--- config.mk ---
export PLATFORM = sky130hd
export DESIGN_NAME = nicm_core
export DESIGN_NICKNAME = d
export VERILOG_FILES = /design/src/nicm_throttle.sv /design/src/nicm_core.sv
export SDC_FILE = /design/constraint.sdc
export NUM_CORES = 1
export LEC_CHECK = 0
export BUFFER_PORTS_ARGS = -buffer_cell sky130_fd_sc_hd__buf_2
export CAP_MARGIN = 5
export CORE_MARGIN = 1
export CORE_UTILIZATION = 46
export DETAILED_ROUTE_END_ITERATION = 7
export GPL_ROUTABILITY_DRIVEN = 0
export PLACE_DENSITY = 0.66
export SYNTH_ARGS = -nofsm -noshare
export SYNTH_HDL_FRONTEND = slang
export SYNTH_SLANG_ARGS = --single-unit
--- constraint.sdc ---
create_clock -name sys_clk_in -period 2.5 [get_ports sys_clk_in]
set_input_delay 0.375 -clock sys_clk_in [delete_from_list [all_inputs] [get_ports sys_clk_in]]
set_output_delay 0.375 -clock sys_clk_in [all_outputs]
set_load 0.03 [all_outputs]
--- src/nicm_throttle.sv ---
// Shared constants and the inter-interrupt throttle timer
`timescale 1ns/1ps

package nicm_pkg;
  localparam int          ADDR_W        = 8;
  localparam int          DATA_W        = 32;
  localparam int          THR_W         = 16;
  localparam int          PRESC_W       = 4;

  localparam logic [7:0]  OFF_CAUSE     = 8'h00;
  localparam logic [7:0]  OFF_FORCE     = 8'h04;
  localparam logic [7:0]  OFF_MSET      = 8'h08;
  localparam logic [7:0]  OFF_MCLR      = 8'h0C;
  localparam logic [7:0]  OFF_AUTOCLR   = 8'h10;
  localparam logic [7:0]  OFF_AUTOMASK  = 8'h14;
  localparam logic [7:0]  OFF_THROTTLE  = 8'h18;
  localparam logic [7:0]  OFF_MODE      = 8'h1C;
  localparam logic [7:0]  OFF_BSTAT     = 8'h20;
  localparam logic [7:0]  OFF_BMASK     = 8'h24;

  localparam logic [31:0] ZERO_W        = 32'h0000_0000;
  localparam logic [31:0] AUTOCLR_FIELD = 32'h01F0_0000;
  localparam int          LSC_BIT       = 2;
  localparam int          MDIO_BIT      = 9;
  localparam int          OTHER_BIT     = 31;
  localparam logic [31:0] LEGACY_MASK   = 32'h0000_0204;

  localparam int          MODE_MSI_BIT  = 0;
  localparam int          BST_FIRED     = 0;
  localparam int          BST_DEFER     = 1;
  localparam logic [1:0]  BST_ZERO      = 2'h0;

  localparam logic [THR_W-1:0] THR_RESET = 16'h0000;
  localparam int          CLK_NS        = 20;
  localparam int          THR_UNIT_NS   = 256;
  localparam int          MAX_RATE      = 7813;
  localparam logic [PRESC_W-1:0] THR_UNIT_CYC =
    PRESC_W'((THR_UNIT_NS + CLK_NS - 1) / CLK_NS);
  localparam logic [THR_W-1:0] MIN_INTERVAL =
    THR_W'((1000000000 + THR_UNIT_NS * MAX_RATE - 1) / (THR_UNIT_NS * MAX_RATE));
  localparam logic [PRESC_W-1:0] PRESC_ONE = 4'h1;
  localparam logic [THR_W-1:0]   THR_ONE   = 16'h0001;
endpackage

module nicm_throttle (
  input  wire logic                      sys_clk_in,
  input  wire logic                      rst_b_in,
  input  wire logic                      clk_en_in,
  input  wire logic                      fire_in,
  input  wire logic [nicm_pkg::THR_W-1:0] interval_in,
  output logic                           expired_out
);
  import nicm_pkg::*;

  logic [THR_W-1:0]   units_ff;
  logic [PRESC_W-1:0] presc_ff;
  logic [THR_W-1:0]   eff_interval;

  // Floor on the interval caps the rate even with a zero setting
  assign eff_interval = (interval_in < MIN_INTERVAL) ? MIN_INTERVAL : interval_in;

  always_ff @(posedge sys_clk_in or negedge rst_b_in) begin
    if (!rst_b_in) begin
      units_ff <= THR_RESET;
      presc_ff <= THR_UNIT_CYC;
    end else if (clk_en_in) begin
      if (fire_in) begin
        units_ff <= eff_interval;
        presc_ff <= THR_UNIT_CYC;
      end else if (units_ff != THR_RESET) begin
        if (presc_ff == PRESC_ONE) begin
          presc_ff <= THR_UNIT_CYC;
          units_ff <= units_ff - THR_ONE;
        end else begin
          presc_ff <= presc_ff - PRESC_ONE;
        end
      end
    end
  end

  always_ff @(posedge sys_clk_in or negedge rst_b_in) begin
    if (!rst_b_in) begin
      expired_out <= 1'b1;
    end else if (clk_en_in) begin
      expired_out <= !fire_in && (units_ff == THR_RESET ||
                     (units_ff == THR_ONE && presc_ff == PRESC_ONE));
    end
  end
endmodule // nicm_throttle

--- src/nicm_core.sv ---
// Interrupt cause, mask, auto-clear and throttle aggregation core
`timescale 1ns/1ps

// Summary of operation
// - Interrupts reach the host as a legacy level or as MSI pulses.
// - Each event source drives a fixed cause bit; sources may share bits.
// - Legacy and MSI interrupt only while some cause bit and its mask bit are both one.
// - Cause bits record events whatever the mask holds.
// - Writing ones to the force register sets those cause bits.
// - Mask-set write sets mask bits written as one, others unchanged.
// - Mask-clear write clears mask bits written as one.
// - Reading the mask-set register returns the current mask.
// - Auto-clear bits 24..20 clear cause and mask bits after an interrupt.
// - Auto-mask bits set mask bits on a write-one-to-clear of cause.
// - Summary other-cause bit set whenever a legacy indication bit is set.
// - One timer enforces a minimum interval between interrupts, in 13-cycle (260 ns) units.
// - Interrupt rate never exceeds 7813 per second.
// - Throttle interval register is zero after reset.
// - Cause write clears bits written one, keeps bits written zero.
// - Any read of the cause register clears all its bits.
module nicm_core (
  input  wire logic                        sys_clk_in,
  input  wire logic                        rst_b_in,
  input  wire logic                        clk_en_in,
  input  wire logic [nicm_pkg::ADDR_W-1:0] reg_addr_in,
  input  wire logic [nicm_pkg::DATA_W-1:0] reg_wdata_in,
  input  wire logic                        reg_wr_in,
  input  wire logic                        reg_rd_in,
  input  wire logic [nicm_pkg::DATA_W-1:0] evt_in,
  input  wire logic                        link_state_change_event_in,
  input  wire logic                        phy_management_access_complete_in,
  output logic [nicm_pkg::DATA_W-1:0]      reg_rdata_out,
  output logic                             legacy_int_out,
  output logic                             msi_req_out,
  output logic                             irq_out
);
  import nicm_pkg::*;

  logic [DATA_W-1:0] interrupt_cause_ff;
  logic [DATA_W-1:0] interrupt_mask_ff;
  logic [DATA_W-1:0] interrupt_auto_clear_enable_ff;
  logic [DATA_W-1:0] interrupt_auto_mask_enable_ff;
  logic [THR_W-1:0]  interrupt_throttle_interval_ff;
  logic              msi_mode_ff;
  logic [1:0]        bstat_ff;
  logic [1:0]        bmask_ff;
  logic              active_ff;

  logic [DATA_W-1:0] nxt_cause;
  logic [DATA_W-1:0] nxt_mask;
  logic [DATA_W-1:0] hw_set;
  logic [DATA_W-1:0] rdata_mux;
  logic              pending;
  logic              expired;
  logic              fire;
  logic              deferred;

  function automatic logic hit(input logic [ADDR_W-1:0] off, input logic stb);
    hit = stb && (reg_addr_in == off);
  endfunction

  logic wr_cause;
  logic wr_force;
  logic wr_mset;
  logic wr_mclr;
  logic rd_cause;
  logic rd_bstat;

  assign wr_cause = hit(OFF_CAUSE, reg_wr_in);
  assign wr_force = hit(OFF_FORCE, reg_wr_in);
  assign wr_mset  = hit(OFF_MSET, reg_wr_in);
  assign wr_mclr  = hit(OFF_MCLR, reg_wr_in);
  assign rd_cause = hit(OFF_CAUSE, reg_rd_in);
  assign rd_bstat = hit(OFF_BSTAT, reg_rd_in);

  // Fixed source-to-bit map; link and management events share bits with evt_in
  genvar gi;
  generate
    for (gi = 0; gi < DATA_W; gi++) begin : g_map
      if (gi == LSC_BIT) begin : g_lsc
        assign hw_set[gi] = evt_in[gi] | link_state_change_event_in;
      end else if (gi == MDIO_BIT) begin : g_mdio
        assign hw_set[gi] = evt_in[gi] | phy_management_access_complete_in;
      end else begin : g_plain
        assign hw_set[gi] = evt_in[gi];
      end
    end
  endgenerate

  assign pending  = |(interrupt_cause_ff & interrupt_mask_ff);
  // New interrupt only when none is outstanding and the interval has run out
  assign fire     = pending && expired && !active_ff;
  assign deferred = pending && !expired && !active_ff;

  nicm_throttle u_throttle (
    .sys_clk_in  (sys_clk_in),
    .rst_b_in    (rst_b_in),
    .clk_en_in   (clk_en_in),
    .fire_in     (fire),
    .interval_in (interrupt_throttle_interval_ff),
    .expired_out (expired)
  );

  always_comb begin
    nxt_cause = interrupt_cause_ff;
    if (rd_cause) begin
      nxt_cause = ZERO_W;
    end else if (wr_cause) begin
      nxt_cause = nxt_cause & ~reg_wdata_in;
    end
    if (fire) begin
      nxt_cause = nxt_cause & ~(interrupt_auto_clear_enable_ff & AUTOCLR_FIELD);
    end
    if (wr_force) begin
      nxt_cause = nxt_cause | reg_wdata_in;
    end
    // Set applied last so a same-cycle clear cannot lose an event
    nxt_cause = nxt_cause | hw_set;
    nxt_cause[OTHER_BIT] = nxt_cause[OTHER_BIT] | (|(nxt_cause & LEGACY_MASK));
  end

  always_comb begin
    nxt_mask = interrupt_mask_ff;
    if (wr_mset) begin
      nxt_mask = nxt_mask | reg_wdata_in;
    end
    if (wr_mclr) begin
      nxt_mask = nxt_mask & ~reg_wdata_in;
    end
    if (wr_cause) begin
      nxt_mask = nxt_mask | (reg_wdata_in & interrupt_auto_mask_enable_ff);
    end
    if (fire) begin
      nxt_mask = nxt_mask & ~(interrupt_auto_clear_enable_ff & AUTOCLR_FIELD);
    end
  end

  always_ff @(posedge sys_clk_in or negedge rst_b_in) begin
    if (!rst_b_in) begin
      interrupt_cause_ff <= ZERO_W;
    end else if (clk_en_in) begin
      interrupt_cause_ff <= nxt_cause;
    end
  end

  always_ff @(posedge sys_clk_in or negedge rst_b_in) begin
    if (!rst_b_in) begin
      interrupt_mask_ff <= ZERO_W;
    end else if (clk_en_in) begin
      interrupt_mask_ff <= nxt_mask;
    end
  end

  // Plain read/write configuration
  always_ff @(posedge sys_clk_in or negedge rst_b_in) begin
    if (!rst_b_in) begin
      interrupt_auto_clear_enable_ff <= ZERO_W;
      interrupt_auto_mask_enable_ff  <= ZERO_W;
      interrupt_throttle_interval_ff <= THR_RESET;
      msi_mode_ff                    <= 1'b0;
      bmask_ff                       <= BST_ZERO;
    end else if (clk_en_in) begin
      if (hit(OFF_AUTOCLR, reg_wr_in)) begin
        interrupt_auto_clear_enable_ff <= reg_wdata_in & AUTOCLR_FIELD;
      end
      if (hit(OFF_AUTOMASK, reg_wr_in)) begin
        interrupt_auto_mask_enable_ff <= reg_wdata_in;
      end
      if (hit(OFF_THROTTLE, reg_wr_in)) begin
        interrupt_throttle_interval_ff <= reg_wdata_in[THR_W-1:0];
      end
      if (hit(OFF_MODE, reg_wr_in)) begin
        msi_mode_ff <= reg_wdata_in[MODE_MSI_BIT];
      end
      if (hit(OFF_BMASK, reg_wr_in)) begin
        bmask_ff <= reg_wdata_in[1:0];
      end
    end
  end

  // Outstanding interrupt lasts until no unmasked cause remains
  always_ff @(posedge sys_clk_in or negedge rst_b_in) begin
    if (!rst_b_in) begin
      active_ff <= 1'b0;
    end else if (clk_en_in) begin
      if (fire) begin
        active_ff <= 1'b1;
      end else if (!pending) begin
        active_ff <= 1'b0;
      end
    end
  end

  // Delivery: level for legacy, one pulse per interrupt for MSI
  always_ff @(posedge sys_clk_in or negedge rst_b_in) begin
    if (!rst_b_in) begin
      legacy_int_out <= 1'b0;
      msi_req_out    <= 1'b0;
    end else if (clk_en_in) begin
      legacy_int_out <= !msi_mode_ff && pending && (active_ff || fire);
      msi_req_out    <= msi_mode_ff && fire;
    end
  end

  // Block event status, cleared on read; set wins over the read clear
  always_ff @(posedge sys_clk_in or negedge rst_b_in) begin
    if (!rst_b_in) begin
      bstat_ff <= BST_ZERO;
    end else if (clk_en_in) begin
      bstat_ff[BST_FIRED] <= fire || (bstat_ff[BST_FIRED] && !rd_bstat);
      bstat_ff[BST_DEFER] <= deferred || (bstat_ff[BST_DEFER] && !rd_bstat);
    end
  end

  always_ff @(posedge sys_clk_in or negedge rst_b_in) begin
    if (!rst_b_in) begin
      irq_out <= 1'b0;
    end else if (clk_en_in) begin
      irq_out <= |(bstat_ff & bmask_ff);
    end
  end

  always_comb begin
    case (reg_addr_in)
      OFF_CAUSE:    rdata_mux = interrupt_cause_ff;
      OFF_MSET:     rdata_mux = interrupt_mask_ff;
      OFF_AUTOCLR:  rdata_mux = interrupt_auto_clear_enable_ff;
      OFF_AUTOMASK: rdata_mux = interrupt_auto_mask_enable_ff;
      OFF_THROTTLE: rdata_mux = {{(DATA_W-THR_W){1'b0}}, interrupt_throttle_interval_ff};
      OFF_MODE:     rdata_mux = {{(DATA_W-1){1'b0}}, msi_mode_ff};
      OFF_BSTAT:    rdata_mux = {{(DATA_W-2){1'b0}}, bstat_ff};
      OFF_BMASK:    rdata_mux = {{(DATA_W-2){1'b0}}, bmask_ff};
      default:      rdata_mux = ZERO_W;
    endcase
  end

  // Read data valid only in the cycle after the strobe
  always_ff @(posedge sys_clk_in or negedge rst_b_in) begin
    if (!rst_b_in) begin
      reg_rdata_out <= ZERO_W;
    end else if (clk_en_in) begin
      reg_rdata_out <= reg_rd_in ? rdata_mux : ZERO_W;
    end
  end

  // Cycles since the last interrupt; saturates so long intervals need no wide counter
  localparam int               GAP_W   = THR_W + PRESC_W;
  localparam int               GAP_MIN = int'(MIN_INTERVAL) * int'(THR_UNIT_CYC) - 1;
  localparam logic [GAP_W-1:0] GAP_ONE = GAP_W'(1);
  logic [GAP_W-1:0]            gap_cnt_ff;

  always_ff @(posedge sys_clk_in or negedge rst_b_in) begin
    if (!rst_b_in) begin
      gap_cnt_ff <= '1;
    end else if (clk_en_in) begin
      if (fire) begin
        gap_cnt_ff <= '0;
      end else if (gap_cnt_ff != '1) begin
        gap_cnt_ff <= gap_cnt_ff + GAP_ONE;
      end
    end
  end
endmodule // nicm_core

==> metrics.txt, run 1 <==
# TYPE chip_impl_metric gauge
chip_impl_metric{name="power_dissipated_by_switching_net_loads",unit="W"} 0.00186
chip_impl_info{name="min_path_type",value="in -> reg"} 1
chip_impl_metric{name="synthesis.instances",unit=""} 869
chip_impl_metric{name="final-max-slew-violation-count",unit=""} 0
chip_impl_metric{name="fin_worst_skew",unit="ns"} 0.00719
chip_impl_metric{name="grt_pass1_vias",unit=""} 7495
chip_impl_info{name="root_buffer",value="clkbuf_16"} 1
chip_impl_metric{name="drive_above_1_share",unit="%"} 23.7
chip_impl_metric{name="critPathRequiredTime",unit="ns"} 2.87
chip_impl_info{name="cell_type_with_the_highest_aggregate_area_in_the_netlist",value="dfrtp_1"} 1
chip_impl_metric{name="report.final.hold_viol_count",unit=""} 0
chip_impl_metric{name="transition_time_at_the_pin_with_the_least_slew_margin",unit="ns"} 0.684
chip_impl_info{name="rsz_0062_raised_after_global_routing",value="false"} 1
chip_impl_metric{name="routed-wl-met3",unit="um"} 1800
chip_impl_metric{name="clkSlewWorstSetupHoldPaths",unit="ns"} 0.07
chip_impl_metric{name="coreArea",unit="um^2"} 18900
chip_impl_metric{name="synth_edf_count",unit=""} 0
chip_impl_metric{name="synthesis.nets",unit=""} 953
chip_impl_metric{name="floorplan.die.width",unit="um"} 141
chip_impl_metric{name="synth_top_area_share",unit="%"} 49.1
chip_impl_metric{name="wirelength_met1",unit="um"} 12100
chip_impl_metric{name="drt_first_iter_violations",unit=""} 720
chip_impl_metric{name="synthArstFlopShare",unit="%"} 100
chip_impl_metric{name="crit_arrival",unit="ns"} 2.77
chip_impl_metric{name="grt_max_degree",unit=""} 67
chip_impl_metric{name="sw_frac_of_total",unit="%"} 27.3
chip_impl_metric{name="vias_per_cell",unit=""} 6.19
chip_impl_metric{name="areaGrowthSynthToFinish",unit="%"} 20.1
chip_impl_metric{name="grt_overflow_total",unit=""} 0
chip_impl_info{name="startpoint_type",value="flip-flop"} 1
chip_impl_metric{name="placement_rows",unit=""} 50
chip_impl_metric{name="dr_wl_met2",unit="um"} 12200
chip_impl_metric{name="detailed_placement_hpwl",unit="um"} 17800
chip_impl_metric{name="pwr-share-comb",unit="%"} 13.5
chip_impl_metric{name="i_o_pin_total",unit=""} 114
chip_impl_info{name="ys_top_cells_by_count",value="175 x dfrtp_1, 99 x a21oi_1, 94 x nand2_1, 62 x o21ai_0, 53 x clkbuf_1"} 1
chip_impl_metric{name="tns",unit="ns"} 0
chip_impl_metric{name="post_detailed_route_wirelength_per_cell",unit="um"} 21.2
chip_impl_metric{name="clock_tree.buffer_depth",unit=""} 2
chip_impl_metric{name="ir_drop",unit="mV"} 0.490
chip_impl_metric{name="setup_viol",unit=""} 0
chip_impl_metric{name="tritoncts.num_buffers",unit=""} 17
chip_impl_metric{name="starting_density",unit="%"} 47.2
chip_impl_metric{name="die_outline_area",unit="um^2"} 20000
chip_impl_info{name="post-synth-top-count-cell",value="dfrtp_1"} 1
chip_impl_metric{name="grt_antenna_before_repair",unit=""} 1
chip_impl_info{name="critical_path_class",value="reg -> reg"} 1
chip_impl_metric{name="max-slew-margin-rel",unit="%"} 54.0
chip_impl_metric{name="highest_achievable_clock_rate",unit="GHz"} 0.416
chip_impl_metric{name="routed-via-count",unit=""} 7806
chip_impl_metric{name="route.antenna.remaining_nets",unit=""} 0
chip_impl_metric{name="crit_path_max_fanout",unit=""} 7
chip_impl_metric{name="clock_latency",unit="ns"} 0.43
chip_impl_info{name="worst_setup_path_end_kind",value="flip-flop"} 1
chip_impl_metric{name="clock_sinks",unit=""} 179
chip_impl_metric{name="hold_slack",unit="ns"} 0.162
chip_impl_metric{name="mappedNetlistArea",unit="um^2"} 8930
chip_impl_metric{name="drtPass1Iterations",unit=""} 8
chip_impl_metric{name="wirelength",unit="um"} 26800
chip_impl_metric{name="internal_power",unit="W"} 0.00496
chip_impl_info{name="yosys_most_used_dff",value="dfrtp_1"} 1
chip_impl_info{name="run_status",value="complete, no violations"} 1
chip_impl_metric{name="grt.total_usage",unit="%"} 28.1
chip_impl_metric{name="p_per_area",unit="nW/um^2"} 635
chip_impl_metric{name="final.min_clock_period",unit="ns"} 2.40
chip_impl_metric{name="layout_worst_path_cycle_share",unit="%"} 96.1
chip_impl_metric{name="final_net_count",unit=""} 1072
chip_impl_metric{name="synth.yosys.seq_area_share",unit="%"} 50.2
chip_impl_metric{name="drc",unit=""} 0
chip_impl_metric{name="synthesis.area_per_instance",unit="um^2"} 10.3
chip_impl_info{name="cts_tree",value="yes"} 1
chip_impl_metric{name="die_y",unit="um"} 141
chip_impl_metric{name="share_clk_of_total_power",unit="%"} 39.7
chip_impl_metric{name="htree_num_levels",unit=""} 4
chip_impl_metric{name="static-leakage-power",unit="nW"} 4.72
chip_impl_metric{name="timing.max_cap.violations",unit=""} 0
chip_impl_metric{name="share_seq_of_total_power",unit="%"} 46.8
chip_impl_info{name="synth_area_leaders",value="dfrtp_1 49%, a21oi_1 5.6%, mux2_1 5.0%"} 1
chip_impl_metric{name="ys_warns",unit=""} 0
chip_impl_metric{name="grt_first_pass_wirelength",unit="um"} 42900
chip_impl_metric{name="synth_cell_type_count",unit=""} 60
chip_impl_info{name="maxUsedRoutingLayer",value="met4"} 1
chip_impl_metric{name="synth_seq_cells",unit=""} 179
chip_impl_metric{name="port-buffer-count",unit=""} 113
[logic make-up after synthesis]
logic type,share of synthesized area (%)
compound gates,27.0
simple gates,10.3
flops,50.2
buf+inv,3.38
mux,8.37
fa+ha+maj,0.701
[area by class of cell]
class	count	area [um^2]
Inverter	13	48.8
Antenna cell	1	2.50
Fill cell	1690	8170
Clock inverter	14	153
Sequential cell	179	4480
Tap cell	260	325
Timing Repair Buffer	165	1090
Clock buffer	18	439
Multi-Input combinational cell	612	4180
[power by group through the flow]
stage | clock (W) | sequential (W) | combinational (W)
2_1_floorplan | 0 | 0.00321 | 0.000489
3_3_place_gp | 0 | 0.00323 | 0.000871
3_5_place_dp | 0 | 0.00323 | 0.000883
4_1_cts | 0.00274 | 0.00318 | 0.000889
5_1_grt | 0.00284 | 0.00320 | 0.00103
6_report | 0.00271 | 0.00319 | 0.000920
[cells in the final DEF (no fill, tap or decap), types with 6 or more instances in the layout]
cell type  netlist  final
or3_1           11     11
nor2_1          26     26
a21oi_1         99     99
a22oi_1         28     28
nand3_1          9      9
mux2i_1          6      6
a22o_1          27     27
buf_4            0     41
a2bb2oi_1       27     27
buf_2            6    112
a221oi_1        20     20
nor3_1          15     12
o2bb2ai_1       32     32
mux2_2          21     21
inv_1           13     12
a222oi_1        11     11
clkbuf_16        0     17
mux2_1          40     40
o21ai_0         62     62
nand2_1         94     94
o21ai_1          7      7
and3_1           6      6
nor4_1           6      6
dfrtp_1        175    175
buf_12           0     10
[final timing paths]
check	start	end	slack, ns	cells past startpoint
hold reg to reg	reg_rdata_out[24]	reg_rdata_out[24]	0.48	1
min in group asynchronous	rst_b_in	reg_rdata_out[21]	0.51	2
setup / recovery	u_throttle.units_ff[10]	u_throttle.units_ff[4]	0.1	7
hold / removal	reg_wdata_in[25]	interrupt_mask_ff[25]	0.16	2
max in group asynchronous	rst_b_in	interrupt_cause_ff[13]	1.14	3
setup reg to reg	u_throttle.units_ff[10]	u_throttle.units_ff[4]	0.1	7
[state kept, by name (all words and copies together) (netlist names), 2 cells and up]
signal                          flops
reg_rdata_out                      32
bmask_ff                            2
interrupt_throttle_interval_ff     16
bstat_ff                            2
interrupt_cause_ff                 32
u_throttle.presc_ff                 4
interrupt_auto_mask_enable_ff      32
interrupt_mask_ff                  32
interrupt_auto_clear_enable_ff      5
u_throttle.units_ff                16
[repair_timing]
| item | CTS | global route |
|---|---|---|
| endpoints found under the setup margin | 0 | 15 |
| hold endpoints to repair | 62 | 0 |
| gates resized for setup | 0 | 2 |
| hold buffers | 1 | 0 |
| setup buffers | 0 | 6 |
[worst max-delay path: stages (launching register included)]
cell	delay (ns)
dfrtp_1	0.38
or4_4	0.54
or4_4	0.58
o21ai_4	0.23
o22ai_4	0.14
buf_4	0.18
a21bo_1	0.17
a32o_1	0.11
[metal layers]
metal,vias to the layer above,track usage (%)
li1,3555,-
met1,3911,41.1
met2,298,42.8
met3,42,4.32
met4,0,8.64
met5,-,0
[through the flow]
| stage | total power (W) | setup WS (ns) | util [%] | area [um^2] | std cells |
|---|---|---|---|---|---|
| after floorplan | 0.00370 | 0.220 | - | 8930 | 869 |
| after global placement | 0.00410 | 0.0842 | 53.2 | 10100 | 1222 |
| after detailed placement | 0.00411 | 0.0637 | 53.2 | 10100 | 1222 |
| after CTS | 0.00680 | 0.0425 | 56.4 | 10700 | 1255 |
| after global routing | 0.00707 | 0.0135 | 56.8 | 10700 | 1262 |
| final | 0.00681 | 0.0966 | 56.8 | 10700 | 1262 |
(Power assumes the default switching activity.)
==> inputs of run 2 (changes only) <==
--- a/config.mk
+++ b/config.mk
@@ -12,6 +12,7 @@
 export DETAILED_ROUTE_END_ITERATION = 7
 export GPL_ROUTABILITY_DRIVEN = 0
 export PLACE_DENSITY = 0.66
+export SETUP_SLACK_MARGIN = 0.5
 export SYNTH_ARGS = -nofsm -noshare
 export SYNTH_HDL_FRONTEND = slang
 export SYNTH_SLANG_ARGS = --single-unit
==> run 2 against run 1 <==
Utilization up 2.6 points. Wire length up 2.8%. Final cell count up 1.2%. Sequential share of layout area down 1.9 points. First-iteration DRC count down 6.7%. Global-route usage up 0.76 points. Register-to-register slack better by 0.02 ns. Power up 2.4%.
==> metrics.txt, run 2 (synthesis gave the netlist of run 1 again) <==
# TYPE chip_impl_metric gauge
chip_impl_info{name="run_status",value="complete, no violations"} 1
chip_impl_info{name="critical_path_class",value="reg -> reg"} 1
chip_impl_info{name="critical_path.slowest_cell",value="or4_4"} 1
chip_impl_metric{name="critPathRequiredTime",unit="ns"} 2.82
chip_impl_metric{name="grt.total_usage",unit="%"} 28.8
chip_impl_metric{name="route.antenna.remaining_nets",unit=""} 0
chip_impl_metric{name="port-buffer-count",unit=""} 113
chip_impl_metric{name="layout_worst_path_cycle_share",unit="%"} 95.2
chip_impl_metric{name="drtPass1Iterations",unit=""} 5
chip_impl_info{name="layout_common_cells",value="175 x dfrtp_1, 112 x buf_2, 99 x a21oi_1"} 1
chip_impl_metric{name="die_outline_area",unit="um^2"} 20000
chip_impl_metric{name="setup_viol",unit=""} 0
chip_impl_metric{name="wirelength",unit="um"} 27500
chip_impl_metric{name="timing.final.ws_setup",unit="ns"} 0.119
chip_impl_metric{name="clock_sinks",unit=""} 179
chip_impl_metric{name="crit_arrival",unit="ns"} 2.70
chip_impl_metric{name="drive_above_1_share",unit="%"} 29.3
chip_impl_info{name="rsz_0062_raised_after_global_routing",value="true"} 1
chip_impl_metric{name="timing.reg2reg.worst_path_depth",unit=""} 6
chip_impl_info{name="cts_tree",value="yes"} 1
chip_impl_metric{name="drt_first_iter_violations",unit=""} 672
chip_impl_metric{name="clkSlewWorstSetupHoldPaths",unit="ns"} 0.08
chip_impl_info{name="worst_r2r_endpoint",value="u_throttle.units_ff[6]"} 1
chip_impl_metric{name="starting_density",unit="%"} 47.2
chip_impl_info{name="regToRegStartpoint",value="u_throttle.units_ff[8]"} 1
chip_impl_info{name="worst_path_dominant_cell_family",value="simple AND/OR/NAND/NOR gates"} 1
chip_impl_metric{name="ir_drop",unit="mV"} 0.451
chip_impl_metric{name="highest_achievable_clock_rate",unit="GHz"} 0.420
chip_impl_info{name="min_path_type",value="in -> reg"} 1
chip_impl_metric{name="max-slew-margin-rel",unit="%"} 52.5
chip_impl_metric{name="grt_overflow_total",unit=""} 0
chip_impl_metric{name="coreArea",unit="um^2"} 18900
chip_impl_metric{name="post_detailed_route_wirelength_per_cell",unit="um"} 21.6
chip_impl_metric{name="path_depth",unit=""} 6
chip_impl_metric{name="final_cells",unit=""} 1277
chip_impl_metric{name="biggest_cell_delay_along_the_critical_path",unit="ns"} 0.59
chip_impl_metric{name="timing.max_cap.violations",unit=""} 0
chip_impl_info{name="worst_setup_path_end_kind",value="flip-flop"} 1
chip_impl_metric{name="dpl-instance-area",unit="um^2"} 10300
chip_impl_metric{name="areaGrowthSynthToFinish",unit="%"} 25.7
chip_impl_metric{name="routed-via-count",unit=""} 7890
chip_impl_metric{name="p_per_area",unit="nW/um^2"} 622
chip_impl_metric{name="static-leakage-power",unit="nW"} 4.94
chip_impl_metric{name="final-max-slew-violation-count",unit=""} 0
chip_impl_metric{name="fin_area",unit="um^2"} 11200
chip_impl_metric{name="grt_first_pass_wirelength",unit="um"} 44000
chip_impl_metric{name="tritoncts.num_buffers",unit=""} 17
chip_impl_info{name="capturing_element_of_the_worst_setup_path",value="u_throttle.units_ff[6]"} 1
chip_impl_info{name="root_buffer",value="clkbuf_16"} 1
chip_impl_metric{name="grt_pass1_vias",unit=""} 7824
chip_impl_metric{name="detailed_placement_hpwl",unit="um"} 17700
chip_impl_metric{name="final.min_clock_period",unit="ns"} 2.38
chip_impl_info{name="startpoint_of_the_most_critical_setup_path",value="u_throttle.units_ff[8]"} 1
chip_impl_metric{name="r2r_setup_slack",unit="ns"} 0.12
chip_impl_info{name="path_cells",value="or4_4 -> or4_4 -> o21ai_4 -> o22ai_4 -> buf_4 -> a22o_1"} 1
chip_impl_metric{name="path_buf_inv",unit=""} 1
chip_impl_info{name="crit_path_top_cell_by_count",value="or4_4"} 1
chip_impl_metric{name="post-place-ws",unit="ns"} -0.0144
chip_impl_metric{name="report.final.hold_viol_count",unit=""} 0
chip_impl_metric{name="grt_antenna_before_repair",unit=""} 0
chip_impl_metric{name="clock_tree.buffer_depth",unit=""} 2
chip_impl_metric{name="grt_max_degree",unit=""} 93
chip_impl_metric{name="floorplan.die.width",unit="um"} 141
chip_impl_metric{name="clock_latency",unit="ns"} 0.44
chip_impl_metric{name="die_y",unit="um"} 141
chip_impl_info{name="startpoint_type",value="flip-flop"} 1
chip_impl_metric{name="drc",unit=""} 0
chip_impl_metric{name="fin_worst_skew",unit="ns"} 0.0123
chip_impl_info{name="layout_commonest_cell",value="dfrtp_1"} 1
chip_impl_metric{name="htree_num_levels",unit=""} 4
chip_impl_metric{name="i_o_pin_total",unit=""} 114
chip_impl_metric{name="transition_time_at_the_pin_with_the_least_slew_margin",unit="ns"} 0.713
chip_impl_metric{name="placement_rows",unit=""} 50
chip_impl_metric{name="crit_path_max_fanout",unit=""} 6
chip_impl_metric{name="vias_per_cell",unit=""} 6.18
chip_impl_metric{name="place.detailed.instances",unit=""} 1226
chip_impl_metric{name="insertedDiodeCount",unit=""} 0
chip_impl_metric{name="final_net_count",unit=""} 1088
-- run 2: cell count changes in the layout (fill, tap and decap cells not counted), sizes merged --
cell,change
inv,+2
diode,-1
buf,+13
bufinv,-1
clkinv,+2
o22ai,+2
clkinvlp,-2
-- run 2: per-layer routing --
layer | vias up | routed length (um) | global-route usage, %
li1 | 3600 | - | -
met1 | 3955 | 12000 | 39.5
met2 | 287 | 13400 | 46.2
met3 | 48 | 1460 | 5.23
met4 | 0 | 670 | 9.55
met5 | - | 0 | 0
-- run 2: through the flow --
stage,total power [W],TNS [ns],util [%],hold WS [ns]
2_1_floorplan,0.00372,0,-,0.0794
3_3_place_gp,0.00411,0,54.4,0.402
3_5_place_dp,0.00412,-0.0272,54.4,0.403
4_1_cts,0.00692,0,58.4,0.146
5_1_grt,0.00726,0,59.4,0.159
6_report,0.00698,0,59.4,0.161
-- run 2: cell type report --
| type | instances | area (um^2) |
|---|---|---|
| clock buffers | 17 | 425 |
| clock inverters | 15 | 190 |
| fillers | 1619 | 7670 |
| inverters | 13 | 48.8 |
| multi-input cells | 614 | 4440 |
| flip-flops and latches | 179 | 4480 |
| well taps | 260 | 325 |
| repair buffers | 179 | 1310 |
-- run 2: worst min path at each step --
stage / startpoint / end / cells after the start / slack (ns)
6_report: reg_wdata_in[28] / interrupt_mask_ff[28] / 2 / 0.16
4_1_cts: reg_wdata_in[18] / interrupt_mask_ff[18] / 2 / 0.15
2_1_floorplan: rst_b_in / active_ff / 0 / 0.08
3_3_place_gp: rst_b_in / u_throttle.units_ff[15] / 1 / 0.40
5_1_grt: reg_wdata_in[27] / interrupt_mask_ff[27] / 2 / 0.16
3_5_place_dp: rst_b_in / u_throttle.units_ff[15] / 1 / 0.40
-- run 2: timing repair --
action | CTS | global route
gates cloned | 3 | 1
endpoints found under the hold margin | 52 | 0
hold buffers | 1 | 0
pin swaps | 7 | 21
buffers inserted | 5 | 9
setup endpoints to repair | 33 | 42
gates resized for setup | 15 | 16
-- run 2: where the power goes --
group / internal [W] / total, W / switching, W
Clock: 0.00144 / 0.00276 / 0.00132
Combinational: 0.000461 / 0.00102 / 0.000562
Sequential: 0.00305 / 0.00320 / 0.000144
-- run 2: worst reg2reg max path, delay by kind of cell, from the launching register on --
kind / cells / cell delay [ns]
simple gates: 2 / 1.13
compound gates: 3 / 0.58
flops: 1 / 0.39
buf+inv: 1 / 0.18
